`src/run_select_defs.svh`:
```
`ifndef RUN_SELECT_DEFS_SVH
`define RUN_SELECT_DEFS_SVH
`define SRC_KEYPAD 3'h0
`define SRC_TWO_WIRE 3'h1
`define SRC_RUN_DIR 3'h2
`define SRC_RS485 3'h3
`define SRC_FIELDBUS 3'h4
`define SRC_PLC 3'h5
`define FUNC_FORWARD 5'h01
`define FUNC_REVERSE 5'h02
`define MULTI_KEY_LOCAL_REMOTE 2'h1
`define PREVENT_NONE 2'h0
`define PREVENT_FORWARD 2'h1
`define PREVENT_REVERSE 2'h2
`define RUN_ON_DELAY_RESET 14'h0064
`define TICK_10MS_NS 10000000
`define CLOCK_PERIOD_NS 10
`define TICK_10MS_CYCLES (`TICK_10MS_NS / `CLOCK_PERIOD_NS)
`define POWER_CHECK_START 2'h3
`define POWER_CHECK_AT 2'h1
`endif

```
`src/run_select_pkg.sv`:
```
package run_select_pkg;
  typedef enum logic [1:0] {
    DIR_STOP = 2'b00,
    DIR_FWD = 2'b01,
    DIR_REV = 2'b10
  } dir_cmd_t;
endpackage : run_select_pkg

```
`src/input_sync.sv`:
```
`timescale 1ns/1ps
module input_sync #(
  parameter int WIDTH = 11
) (
  input wire logic clk,
  input wire logic rst,
  input wire logic [WIDTH-1:0] async_in,
  output logic [WIDTH-1:0] sync_out
);
  logic [WIDTH-1:0] meta_q;

  genvar i;
  generate
    for (i = 0; i < WIDTH; i = i + 1)
    begin : g_bit
      always_ff @(posedge clk or posedge rst)
      begin
        if (rst)
        begin
          meta_q[i] <= 1'b0;
          sync_out[i] <= 1'b0;
        end
        else
        begin
          meta_q[i] <= async_in[i];
          sync_out[i] <= meta_q[i];
        end
      end
    end
  endgenerate
endmodule : input_sync

```
`src/run_on_delay.sv`:
```
`timescale 1ns/1ps
`include "run_select_defs.svh"
module run_on_delay #(
  parameter int TICK_CYCLES = `TICK_10MS_CYCLES
) (
  input wire logic clk,
  input wire logic rst,
  input wire logic request,
  input wire logic [13:0] delay_ticks,
  output logic done
);
  // Counts 10 ms ticks while request holds; drops at once when request falls
  logic [23:0] pre_q;
  logic [13:0] ticks_q;
  logic tick;
  logic reached;

  assign tick = (pre_q == 24'(TICK_CYCLES - 1));
  assign reached = (ticks_q >= delay_ticks);

  always_ff @(posedge clk or posedge rst)
  begin
    if (rst)
    begin
      pre_q <= 24'h000000;
      ticks_q <= 14'h0000;
      done <= 1'b0;
    end
    else if (!request)
    begin
      pre_q <= 24'h000000;
      ticks_q <= 14'h0000;
      done <= 1'b0;
    end
    else
    begin
      pre_q <= tick ? 24'h000000 : pre_q + 24'h000001;
      if (tick && !reached)
        ticks_q <= ticks_q + 14'h0001;
      done <= reached;
    end
  end
endmodule : run_on_delay

```
`src/run_command_source_selector.sv`:
```
`timescale 1ns/1ps
`include "run_select_defs.svh"
module run_command_source_selector
  import run_select_pkg::*;
#(
  parameter int NUM_INPUTS = 11,
  parameter int TICK_CYCLES = `TICK_10MS_CYCLES
) (
  input wire logic CLOCK,
  input wire logic RESET,
  input wire logic [2:0] CMD_SOURCE,
  input wire logic [NUM_INPUTS-1:0] TERMINAL_IN,
  input wire logic [NUM_INPUTS*5-1:0] INPUT_FUNCTION_ASSIGN,
  input wire logic FORWARD_INCH_INPUT,
  input wire logic REVERSE_INCH_INPUT,
  input wire logic PREMAGNETIZE_INPUT,
  input wire logic [13:0] RUN_ON_DELAY,
  input wire logic KEY_FWD,
  input wire logic KEY_REV,
  input wire logic KEY_STOP,
  input wire logic KEY_MULTI,
  input wire logic [1:0] MULTI_KEY_SEL,
  input wire logic RUN_ENABLE_USED,
  input wire logic RUN_ENABLE_INPUT,
  input wire logic COMM_RUN_FWD,
  input wire logic COMM_RUN_REV,
  input wire logic COMM_STOP,
  input wire logic [1:0] RUN_PREVENT,
  input wire logic POWER_ON_RUN,
  input wire logic TRIP_RESET,
  output logic RUN_FWD,
  output logic RUN_REV,
  output logic REMOTE_INDICATOR,
  output logic KEYPAD_SOURCE_INDICATOR,
  output logic TERMINAL_BLOCKED
);
  localparam int NSYNC = NUM_INPUTS + 9;

  logic [NSYNC-1:0] raw_in;
  logic [NSYNC-1:0] sync_in;
  logic [NUM_INPUTS-1:0] term_s;
  logic [NUM_INPUTS-1:0] fwd_hit;
  logic [NUM_INPUTS-1:0] rev_hit;
  logic fx;
  logic rx;
  logic inch_fwd_s;
  logic inch_rev_s;
  logic premag_s;
  logic kfwd_s;
  logic krev_s;
  logic kstop_s;
  logic kmulti_s;
  logic run_en_s;
  logic trip_s;
  logic kmulti_prev_q;
  logic trip_prev_q;
  logic local_q;
  logic local_d;
  logic toggle_press;
  logic toggle_enabled;
  logic trip_pulse;
  logic [1:0] boot_q;
  logic [1:0] boot_d;
  logic power_check;
  logic block_q;
  logic block_d;
  logic all_off;
  logic terminal_src;
  logic digital_src;
  dir_cmd_t key_cmd_q;
  dir_cmd_t key_cmd_d;
  dir_cmd_t comm_cmd_q;
  dir_cmd_t comm_cmd_d;
  dir_cmd_t term_cmd;
  dir_cmd_t term_gated;
  dir_cmd_t remote_cmd;
  dir_cmd_t raw_cmd;
  dir_cmd_t final_cmd;
  logic term_request;
  logic delay_done;
  logic blocked_dir;
  logic run_gate;

  assign raw_in = {TRIP_RESET, RUN_ENABLE_INPUT, KEY_MULTI, KEY_STOP, KEY_REV,
                   KEY_FWD, PREMAGNETIZE_INPUT, REVERSE_INCH_INPUT,
                   FORWARD_INCH_INPUT, TERMINAL_IN};

  input_sync #(
    .WIDTH(NSYNC)
  ) u_sync (
    .clk(CLOCK),
    .rst(RESET),
    .async_in(raw_in),
    .sync_out(sync_in)
  );

  assign term_s = sync_in[NUM_INPUTS-1:0];
  assign inch_fwd_s = sync_in[NUM_INPUTS];
  assign inch_rev_s = sync_in[NUM_INPUTS+1];
  assign premag_s = sync_in[NUM_INPUTS+2];
  assign kfwd_s = sync_in[NUM_INPUTS+3];
  assign krev_s = sync_in[NUM_INPUTS+4];
  assign kstop_s = sync_in[NUM_INPUTS+5];
  assign kmulti_s = sync_in[NUM_INPUTS+6];
  assign run_en_s = sync_in[NUM_INPUTS+7];
  assign trip_s = sync_in[NUM_INPUTS+8];

  // Any terminal whose function code is forward or reverse feeds that command
  genvar i;
  generate
    for (i = 0; i < NUM_INPUTS; i = i + 1)
    begin : g_assign
      assign fwd_hit[i] = term_s[i] &&
        (INPUT_FUNCTION_ASSIGN[i*5 +: 5] == `FUNC_FORWARD);
      assign rev_hit[i] = term_s[i] &&
        (INPUT_FUNCTION_ASSIGN[i*5 +: 5] == `FUNC_REVERSE);
    end
  endgenerate

  assign fx = |fwd_hit;
  assign rx = |rev_hit;

  assign terminal_src = (CMD_SOURCE == `SRC_TWO_WIRE) ||
                        (CMD_SOURCE == `SRC_RUN_DIR);
  assign digital_src = !terminal_src;
  assign all_off = !fx && !rx && !inch_fwd_s && !inch_rev_s && !premag_s;

  // Terminal command decode
  always_comb
  begin
    term_cmd = DIR_STOP;
    if (CMD_SOURCE == `SRC_TWO_WIRE)
    begin
      if (fx && !rx)
        term_cmd = DIR_FWD;
      else if (rx && !fx)
        term_cmd = DIR_REV;
    end
    else if (CMD_SOURCE == `SRC_RUN_DIR)
    begin
      if (fx)
        term_cmd = rx ? DIR_REV : DIR_FWD;
    end
  end

  assign term_gated = block_q ? DIR_STOP : term_cmd;
  assign term_request = (term_gated != DIR_STOP);

  run_on_delay #(
    .TICK_CYCLES(TICK_CYCLES)
  ) u_delay (
    .clk(CLOCK),
    .rst(RESET),
    .request(term_request),
    .delay_ticks(RUN_ON_DELAY),
    .done(delay_done)
  );

  assign toggle_enabled = (MULTI_KEY_SEL == `MULTI_KEY_LOCAL_REMOTE);
  assign toggle_press = toggle_enabled && kmulti_s && !kmulti_prev_q;
  assign trip_pulse = trip_s && !trip_prev_q;
  assign local_d = toggle_enabled ? (local_q ^ toggle_press) : 1'b0;

  // Power-up check waits until the synchroniser holds real pin levels
  assign power_check = (boot_q == `POWER_CHECK_AT);

  always_comb
  begin
    boot_d = boot_q;
    if (boot_q != 2'h0)
      boot_d = boot_q - 2'h1;
  end

  // Interlock: set at power-up with inputs held and power-on run off, or on trip reset in remote
  always_comb
  begin
    block_d = block_q;
    if (power_check)
      block_d = !POWER_ON_RUN && !all_off;
    else if (trip_pulse && !local_q)
      block_d = 1'b1;
    else if (all_off)
      block_d = 1'b0;
  end

  // Keypad latch; leaving remote clears it so local starts stopped
  always_comb
  begin
    key_cmd_d = key_cmd_q;
    if (local_d != local_q)
      key_cmd_d = DIR_STOP;
    else if (kstop_s)
      key_cmd_d = DIR_STOP;
    else if (kfwd_s)
      key_cmd_d = DIR_FWD;
    else if (krev_s)
      key_cmd_d = DIR_REV;
  end

  // Serial, bus and PLC commands latch; return to remote forces stop
  always_comb
  begin
    comm_cmd_d = comm_cmd_q;
    if (local_q && !local_d)
      comm_cmd_d = DIR_STOP;
    else if (COMM_STOP)
      comm_cmd_d = DIR_STOP;
    else if (COMM_RUN_FWD)
      comm_cmd_d = DIR_FWD;
    else if (COMM_RUN_REV)
      comm_cmd_d = DIR_REV;
  end

  always_comb
  begin
    case (CMD_SOURCE)
      `SRC_KEYPAD: remote_cmd = key_cmd_q;
      `SRC_TWO_WIRE,
      `SRC_RUN_DIR: remote_cmd = delay_done ? term_gated : DIR_STOP;
      `SRC_RS485,
      `SRC_FIELDBUS,
      `SRC_PLC: remote_cmd = comm_cmd_q;
      default: remote_cmd = DIR_STOP;
    endcase
  end

  // Local ignores inching inputs; run-enable gates keypad running in local only, not with the keypad as remote source
  assign run_gate = !RUN_ENABLE_USED || run_en_s;
  assign raw_cmd = local_q ? (run_gate ? key_cmd_q : DIR_STOP) : remote_cmd;

  assign blocked_dir =
    ((raw_cmd == DIR_FWD) && (RUN_PREVENT == `PREVENT_FORWARD)) ||
    ((raw_cmd == DIR_REV) && (RUN_PREVENT == `PREVENT_REVERSE));
  assign final_cmd = blocked_dir ? DIR_STOP : raw_cmd;

  always_ff @(posedge CLOCK or posedge RESET)
  begin
    if (RESET)
    begin
      kmulti_prev_q <= 1'b0;
      trip_prev_q <= 1'b0;
      local_q <= 1'b0;
      boot_q <= `POWER_CHECK_START;
      block_q <= 1'b0;
      key_cmd_q <= DIR_STOP;
      comm_cmd_q <= DIR_STOP;
    end
    else
    begin
      kmulti_prev_q <= kmulti_s;
      trip_prev_q <= trip_s;
      local_q <= local_d;
      boot_q <= boot_d;
      block_q <= block_d;
      key_cmd_q <= key_cmd_d;
      comm_cmd_q <= comm_cmd_d;
    end
  end

  // Registered outputs: run pair decoded from the qualified command, indicators from mode and interlock state
  always_ff @(posedge CLOCK or posedge RESET)
  begin
    if (RESET)
    begin
      RUN_FWD <= 1'b0;
      RUN_REV <= 1'b0;
      REMOTE_INDICATOR <= 1'b0;
      KEYPAD_SOURCE_INDICATOR <= 1'b0;
      TERMINAL_BLOCKED <= 1'b0;
    end
    else
    begin
      RUN_FWD <= (final_cmd == DIR_FWD);
      RUN_REV <= (final_cmd == DIR_REV);
      REMOTE_INDICATOR <= toggle_enabled && !local_q;
      KEYPAD_SOURCE_INDICATOR <= local_q ||
        (CMD_SOURCE == `SRC_KEYPAD);
      TERMINAL_BLOCKED <= block_q;
    end
  end
endmodule : run_command_source_selector

```
`config.mk`:
```
export PLATFORM = sky130hd
export DESIGN_NAME = run_command_source_selector
export DESIGN_NICKNAME = d
export VERILOG_FILES = /design/src/run_select_pkg.sv /design/src/input_sync.sv /design/src/run_on_delay.sv /design/src/run_command_source_selector.sv
export VERILOG_INCLUDE_DIRS = /design/src
export SDC_FILE = /design/constraint.sdc
export NUM_CORES = 1
export LEC_CHECK = 0
export BUFFER_PORTS_ARGS = -buffer_cell sky130_fd_sc_hd__buf_2
export CAP_MARGIN = 20
export CORE_MARGIN = 5
export CORE_UTILIZATION = 30
export DETAILED_ROUTE_END_ITERATION = 10
export HOLD_SLACK_MARGIN = 0.05
export PLACE_DENSITY = 0.57
export SLEW_MARGIN = 15
export SYNTH_ARGS = -nofsm -noshare
export SYNTH_HDL_FRONTEND = slang
export SYNTH_SLANG_ARGS = --single-unit
```
`constraint.sdc`:
```
create_clock -name CLOCK -period 2.9 [get_ports CLOCK]
set_input_delay 0.29 -clock CLOCK [delete_from_list [all_inputs] [get_ports CLOCK]]
set_output_delay 0.29 -clock CLOCK [all_outputs]
set_load 0.05 [all_outputs]
```
-- Yosys cells after proc, flatten, opt, wreduce, memory -nomap -nowiden
Cells that the tools add are included.
- flip-flop bits (word level): 94
- bits of input ports: 103
- output and inout port bits: 5
- word-level logic and storage cells: 191
- $add $sub $neg: 3
- $lt $le $gt $ge: 1
- equality and inequality tests: 38
- multiplexer cells: 29
- bitwise operators: 1
- reductions and logical operators: 64
- operator list (operator ; count):
    $eq A5 B1 Y1 const B ; 11
    $eq A5 B2 Y1 const B ; 11
    $mux W24 ; 2
    $logic_and A1 B1 Y1 ; 38
    $mux W2 ; 19
    $mux W14 ; 2
    $add A24 B1 Y24 const B ; 1
    $eq A24 B20 Y1 const B ; 1
    $reduce_or A11 Y1 ; 2
    $add A14 B1 Y14 const B ; 1
    $ge A14 B14 Y1 ; 1
    $logic_not A1 Y1 ; 13
    $eq A2 B1 Y1 const B ; 5
    $reduce_bool A4 Y1 ; 2
    $eq A2 B2 Y1 const B ; 3
    $eq A3 B2 Y1 const B ; 2
    $eq A3 B3 Y1 const B ; 2
    $pmux W2 S3 ; 1
    $mux W1 ; 5
    $reduce_bool A2 Y1 ; 2
    $eq A3 B1 Y1 const B ; 1
    $logic_not A3 Y1 ; 1
    $logic_or A1 B1 Y1 ; 3
    $reduce_bool A3 Y1 ; 1
    6 further kinds ; 6

-- Logic depth before layout (Yosys ltp)
- depth in word-level cells: 17
- depth in mapped cells: 10
- gate-level depth less buffers: 8

-- Hierarchy
A second synthesis with hierarchy kept.
- cell total of the unflattened synthesis: 408
- area, all modules: 4505.6 um^2
- by module, submodules not included (module ; times used ; cells an instance ; area each (um^2) ; seq. area each (um^2)):
    run_on_delay ; 1 ; 247 ; 2277.2 ; 975.9
    run_command_source_selector ; 1 ; 120 ; 1223.7 ; 377.9
    input_sync ; 1 ; 41 ; 1004.7 ; 1001.0

-- Least setup slack after synthesis
No wires, ideal clock.
- kind: register -> register
- from: reg u_delay.ticks_q[0]
- to: reg u_delay.ticks_q[3]
- setup time: 0.087 ns
- data arrival time: 2.306 ns
- data required time: 2.813 ns
- setup slack: 0.506 ns
- stages on the path, launching flop included: 10
- buffers on the path: 1
- clock period less this slack: 2.394 ns
- cells stage by stage: dfrtp_1 inv_1 ha_1 nand2b_1 a211o_1 o211a_1 o41a_1 clkbuf_1 or4_1 a22oi_1
- word-level cells in the longest chain between the ends: 4
- elaborated cells on any way between the ends: 7
- those cells by class: add/sub (1); order compare (1); eq/ne (1); mux (2); reduce/logical (2)
- ends and longest elaborated chain (item ; line ; text):
    start: declaration ; run_on_delay.sv:14 ; logic [13:0] ticks_q;
    start signal: assignment ; run_on_delay.sv:39 ; ticks_q <= ticks_q + 14'h0001;
    $ge A14 B14 Y1 ; run_on_delay.sv:19 ; assign reached = (ticks_q >= delay_ticks);
    $logic_not A1 Y1 ; run_on_delay.sv:38 ; if (tick && !reached)
    $logic_and A1 B1 Y1 ; run_on_delay.sv:38 ;
    $ne A2 B2 Y1 (no line) ; -- ;
Several ways; a longest one is shown, not always the timed one. The select of a mux whose other input is x is not followed.
A chain may end at the register's enable or synchronous reset.

-- Final worst setup path
- from: reg u_delay.ticks_q[0]
- to: reg u_delay.ticks_q[6]
Same word-level chain as after synthesis.

==> impl_metrics.env <==
export IMPL_port_buffers=107
export IMPL_netlist_area_leader_share_pct=50.6
export IMPL_ys_flop_type="dfrtp_1"
export IMPL_cp_cell_sequence="inv_1 -> ha_1 -> nand2b_1 -> a211o_1 -> o211a_1 -> o41a_2 -> or4_1 -> a22oi_1"
export IMPL_final_cell_mix="buf_2, dfrtp_1, a21oi_1, inv_1, ha_1"
export IMPL_cts_max_path_buffers=2
export IMPL_final_min_clock_period_ns=2.70
export IMPL_crit_slowest_cell="o41a_2"
export IMPL_final_layout_size_suffix_gt1_share_pct=24.8
export IMPL_ys_warn_count=0
export IMPL_rsz0062_at_grt="false"
export IMPL_fmax_mhz=371
export IMPL_routed_wl_um=10800
export IMPL_whs_ns=0.0637
export IMPL_via_per_inst=4.94
export IMPL_cts_buffers=9
export IMPL_slew_violations=0
export IMPL_nets=664
export IMPL_grt_antenna_before_repair=0
export IMPL_relSlewSlack_pct=50.4
export IMPL_core_area_um2=15000
export IMPL_critical_path_class="reg -> reg"
export IMPL_num_io_pins=108
export IMPL_leakagePower_nw=2.57
export IMPL_min_to="u_sync.meta_q[11]"
export IMPL_cts_max_level=3
export IMPL_postRouteAntennaNets=0
export IMPL_finClkSkew_ns=0.0101
export IMPL_ys_seq_area_share_pct=51.8
export IMPL_ctsRootBufferMaster="clkbuf_16"
export IMPL_die_h_um=133
export IMPL_crit_path_start_kind="flop"
export IMPL_r2r_end="u_delay.ticks_q[6]"
export IMPL_drv_cap=0
export IMPL_yosys_area_top_type="dfrtp_1"
export IMPL_synth_area_um2=4550
export IMPL_first_iter_violations=107
export IMPL_period_share_pct=93.0
export IMPL_grt_pass1_wl_um=18300
export IMPL_ys_seq_elements=94
export IMPL_routabilityCongestion=0.783
export IMPL_min_path_cells=1
export IMPL_synth_edff_count=0
export IMPL_async_flop_share_pct=100
export IMPL_max_stage_delay_ns=0.58
export IMPL_hold_violations=0
export IMPL_rows=45
export IMPL_die_area_um2=17700
export IMPL_rr_startpoint="u_delay.ticks_q[0]"
export IMPL_grt_pass1_vias=3781
export IMPL_syn_nets=541
export IMPL_ir_drop_v=0.000274
export IMPL_final_common_cell="buf_2"
export IMPL_place_hpwl_um=7870
export IMPL_avgSynthCellArea_um2=10.8
export IMPL_worstHoldPathType="in -> reg"
export IMPL_clock_sinks=94
export IMPL_status="finished clean"
export IMPL_grt_max_degree=47
export IMPL_start_util_pct=30.3
export IMPL_die_w_um=133
export IMPL_yosys_top_cells_area="dfrtp_1, ha_1, xor2_1"
export IMPL_p_total_mw=2.71
export IMPL_drtPass1Iterations=6
export IMPL_vias=3634
export IMPL_area_delta_synth_final_pct=26.4
export IMPL_required_ns=3.16
export IMPL_crit_buf_inv=1
export IMPL_clkTransAtPathRegs_ns=0.06
export IMPL_cp_top_family="compound AO/OA/AOI/OAI gates"
export IMPL_clock_latency_ns=0.35
export IMPL_end_kind="flop"
export IMPL_crit_fanout=27
export IMPL_reg2reg_slack_ns=0.20
export IMPL_postSynthCellCount=420
export IMPL_hp_start="FORWARD_INCH_INPUT"
export IMPL_fin_tns_setup_ns=0
export IMPL_setup_violations=0
export IMPL_wl_per_cell_um=14.7
export IMPL_grtUsageTotal_pct=12.6
export IMPL_cts_tree="built"
export IMPL_ys_types=50
export IMPL_path_depth=8
export IMPL_r2r_cells=8
export IMPL_tightest_slew_ns=0.744
export IMPL_powerDensity_nw_per_um2=471
export IMPL_arrival_ns=2.96
export IMPL_critical_path_startpoint="u_delay.ticks_q[0]"
export IMPL_overflow=0
export IMPL_antennaDiodeCount=0
export IMPL_drc=0
## kinds of logic (layout without fill, tap and decap cells)
group | after synthesis | count (layout) | synth area share (%)
AND/OR/NAND/NOR | 147 | 147 | 20.3
flip-flops | 94 | 94 | 51.8
AO/OA/AOI/OAI | 91 | 91 | 14.0
buffers and inverters | 44 | 172 | 3.91
XOR/XNOR | 24 | 24 | 4.62
adder cells (fa/ha/maj) | 18 | 18 | 4.95
multiplexers | 2 | 2 | 0.440
## cell usage after synthesis, drive strengths merged (12+ instances only)
cell     n
a22oi   13
ha      18
clkbuf  12
o31ai   13
a211oi  14
or4     12
nand3   16
a21oi   24
and3    13
inv     25
nand2   17
dfrtp   92
nor4b   13
xor2    17
nand3b  16
## flip-flops by register name, summed over array words and instances (netlist names)
| name | count |
|---|---|
| u_sync.sync_out | 20 |
| u_delay.pre_q | 24 |
| kmulti_prev_q | 1 |
| u_sync.meta_q | 20 |
| REMOTE_INDICATOR | 1 |
| TERMINAL_BLOCKED | 1 |
| u_delay.done | 1 |
| RUN_FWD | 1 |
| local_q | 1 |
| block_q | 1 |
| KEYPAD_SOURCE_INDICATOR | 1 |
| key_cmd_q | 2 |
| comm_cmd_q | 2 |
| u_delay.ticks_q | 14 |
| RUN_REV | 1 |
| boot_q | 2 |
| trip_prev_q | 1 |
## power breakdown
| part | internal, mW | switching, mW | leakage, nW |
|---|---|---|---|
| Combinational | 0.109 | 0.120 | 1.24 |
| Sequential | 1.35 | 0.0167 | 1.20 |
| Clock | 0.611 | 0.497 | 0.133 |
## what timing repair did
action	4_1_cts	5_1_grt
setup buffers	0	0
setup endpoints to repair	0	12
hold buffers	17	0
resized for setup	0	1
endpoints found under the hold margin	57	0
## per-layer routing
layer	vias up	routed length (µm)	track usage, %
li1	1807	-	-
met1	1727	4810	15.6
met2	89	5260	21.2
met3	11	624	3.85
met4	0	144	3.71
met5	-	0	0
## layout make-up
| cell class | count | area (µm²) |
|---|---|---|
| Fill cell | 1488 | 9280 |
| Sequential cell | 94 | 2350 |
| Multi-Input combinational cell | 282 | 2020 |
| Timing Repair Buffer | 130 | 763 |
| Clock buffer | 12 | 246 |
| Tap cell | 188 | 235 |
| Inverter | 26 | 100 |
| Clock inverter | 4 | 33.8 |
## through the flow
step | util [%] | cell area (µm²) | worst slack (ns) | instances
3_3_place_gp | 35.2 | 5300 | 0.206 | 703
4_1_cts | 38.2 | 5750 | 0.0876 | 736
5_1_grt | 38.3 | 5750 | 0.0359 | 736
2_1_floorplan | - | 4550 | 0.165 | 420
3_5_place_dp | 35.2 | 5300 | 0.111 | 703
6_report | 38.3 | 5750 | 0.203 | 736
## how the worst max path moves through the flow
stage	end	slack [ns]
6_report	u_delay.ticks_q[6]	0.20
5_1_grt	u_delay.ticks_q[7]	0.04
4_1_cts	u_delay.ticks_q[6]	0.09
3_5_place_dp	u_delay.ticks_q[4]	0.11
3_3_place_gp	u_delay.ticks_q[10]	0.21
2_1_floorplan	KEYPAD_SOURCE_INDICATOR	0.16
Note: power is estimated with default switching activity, not from simulation.
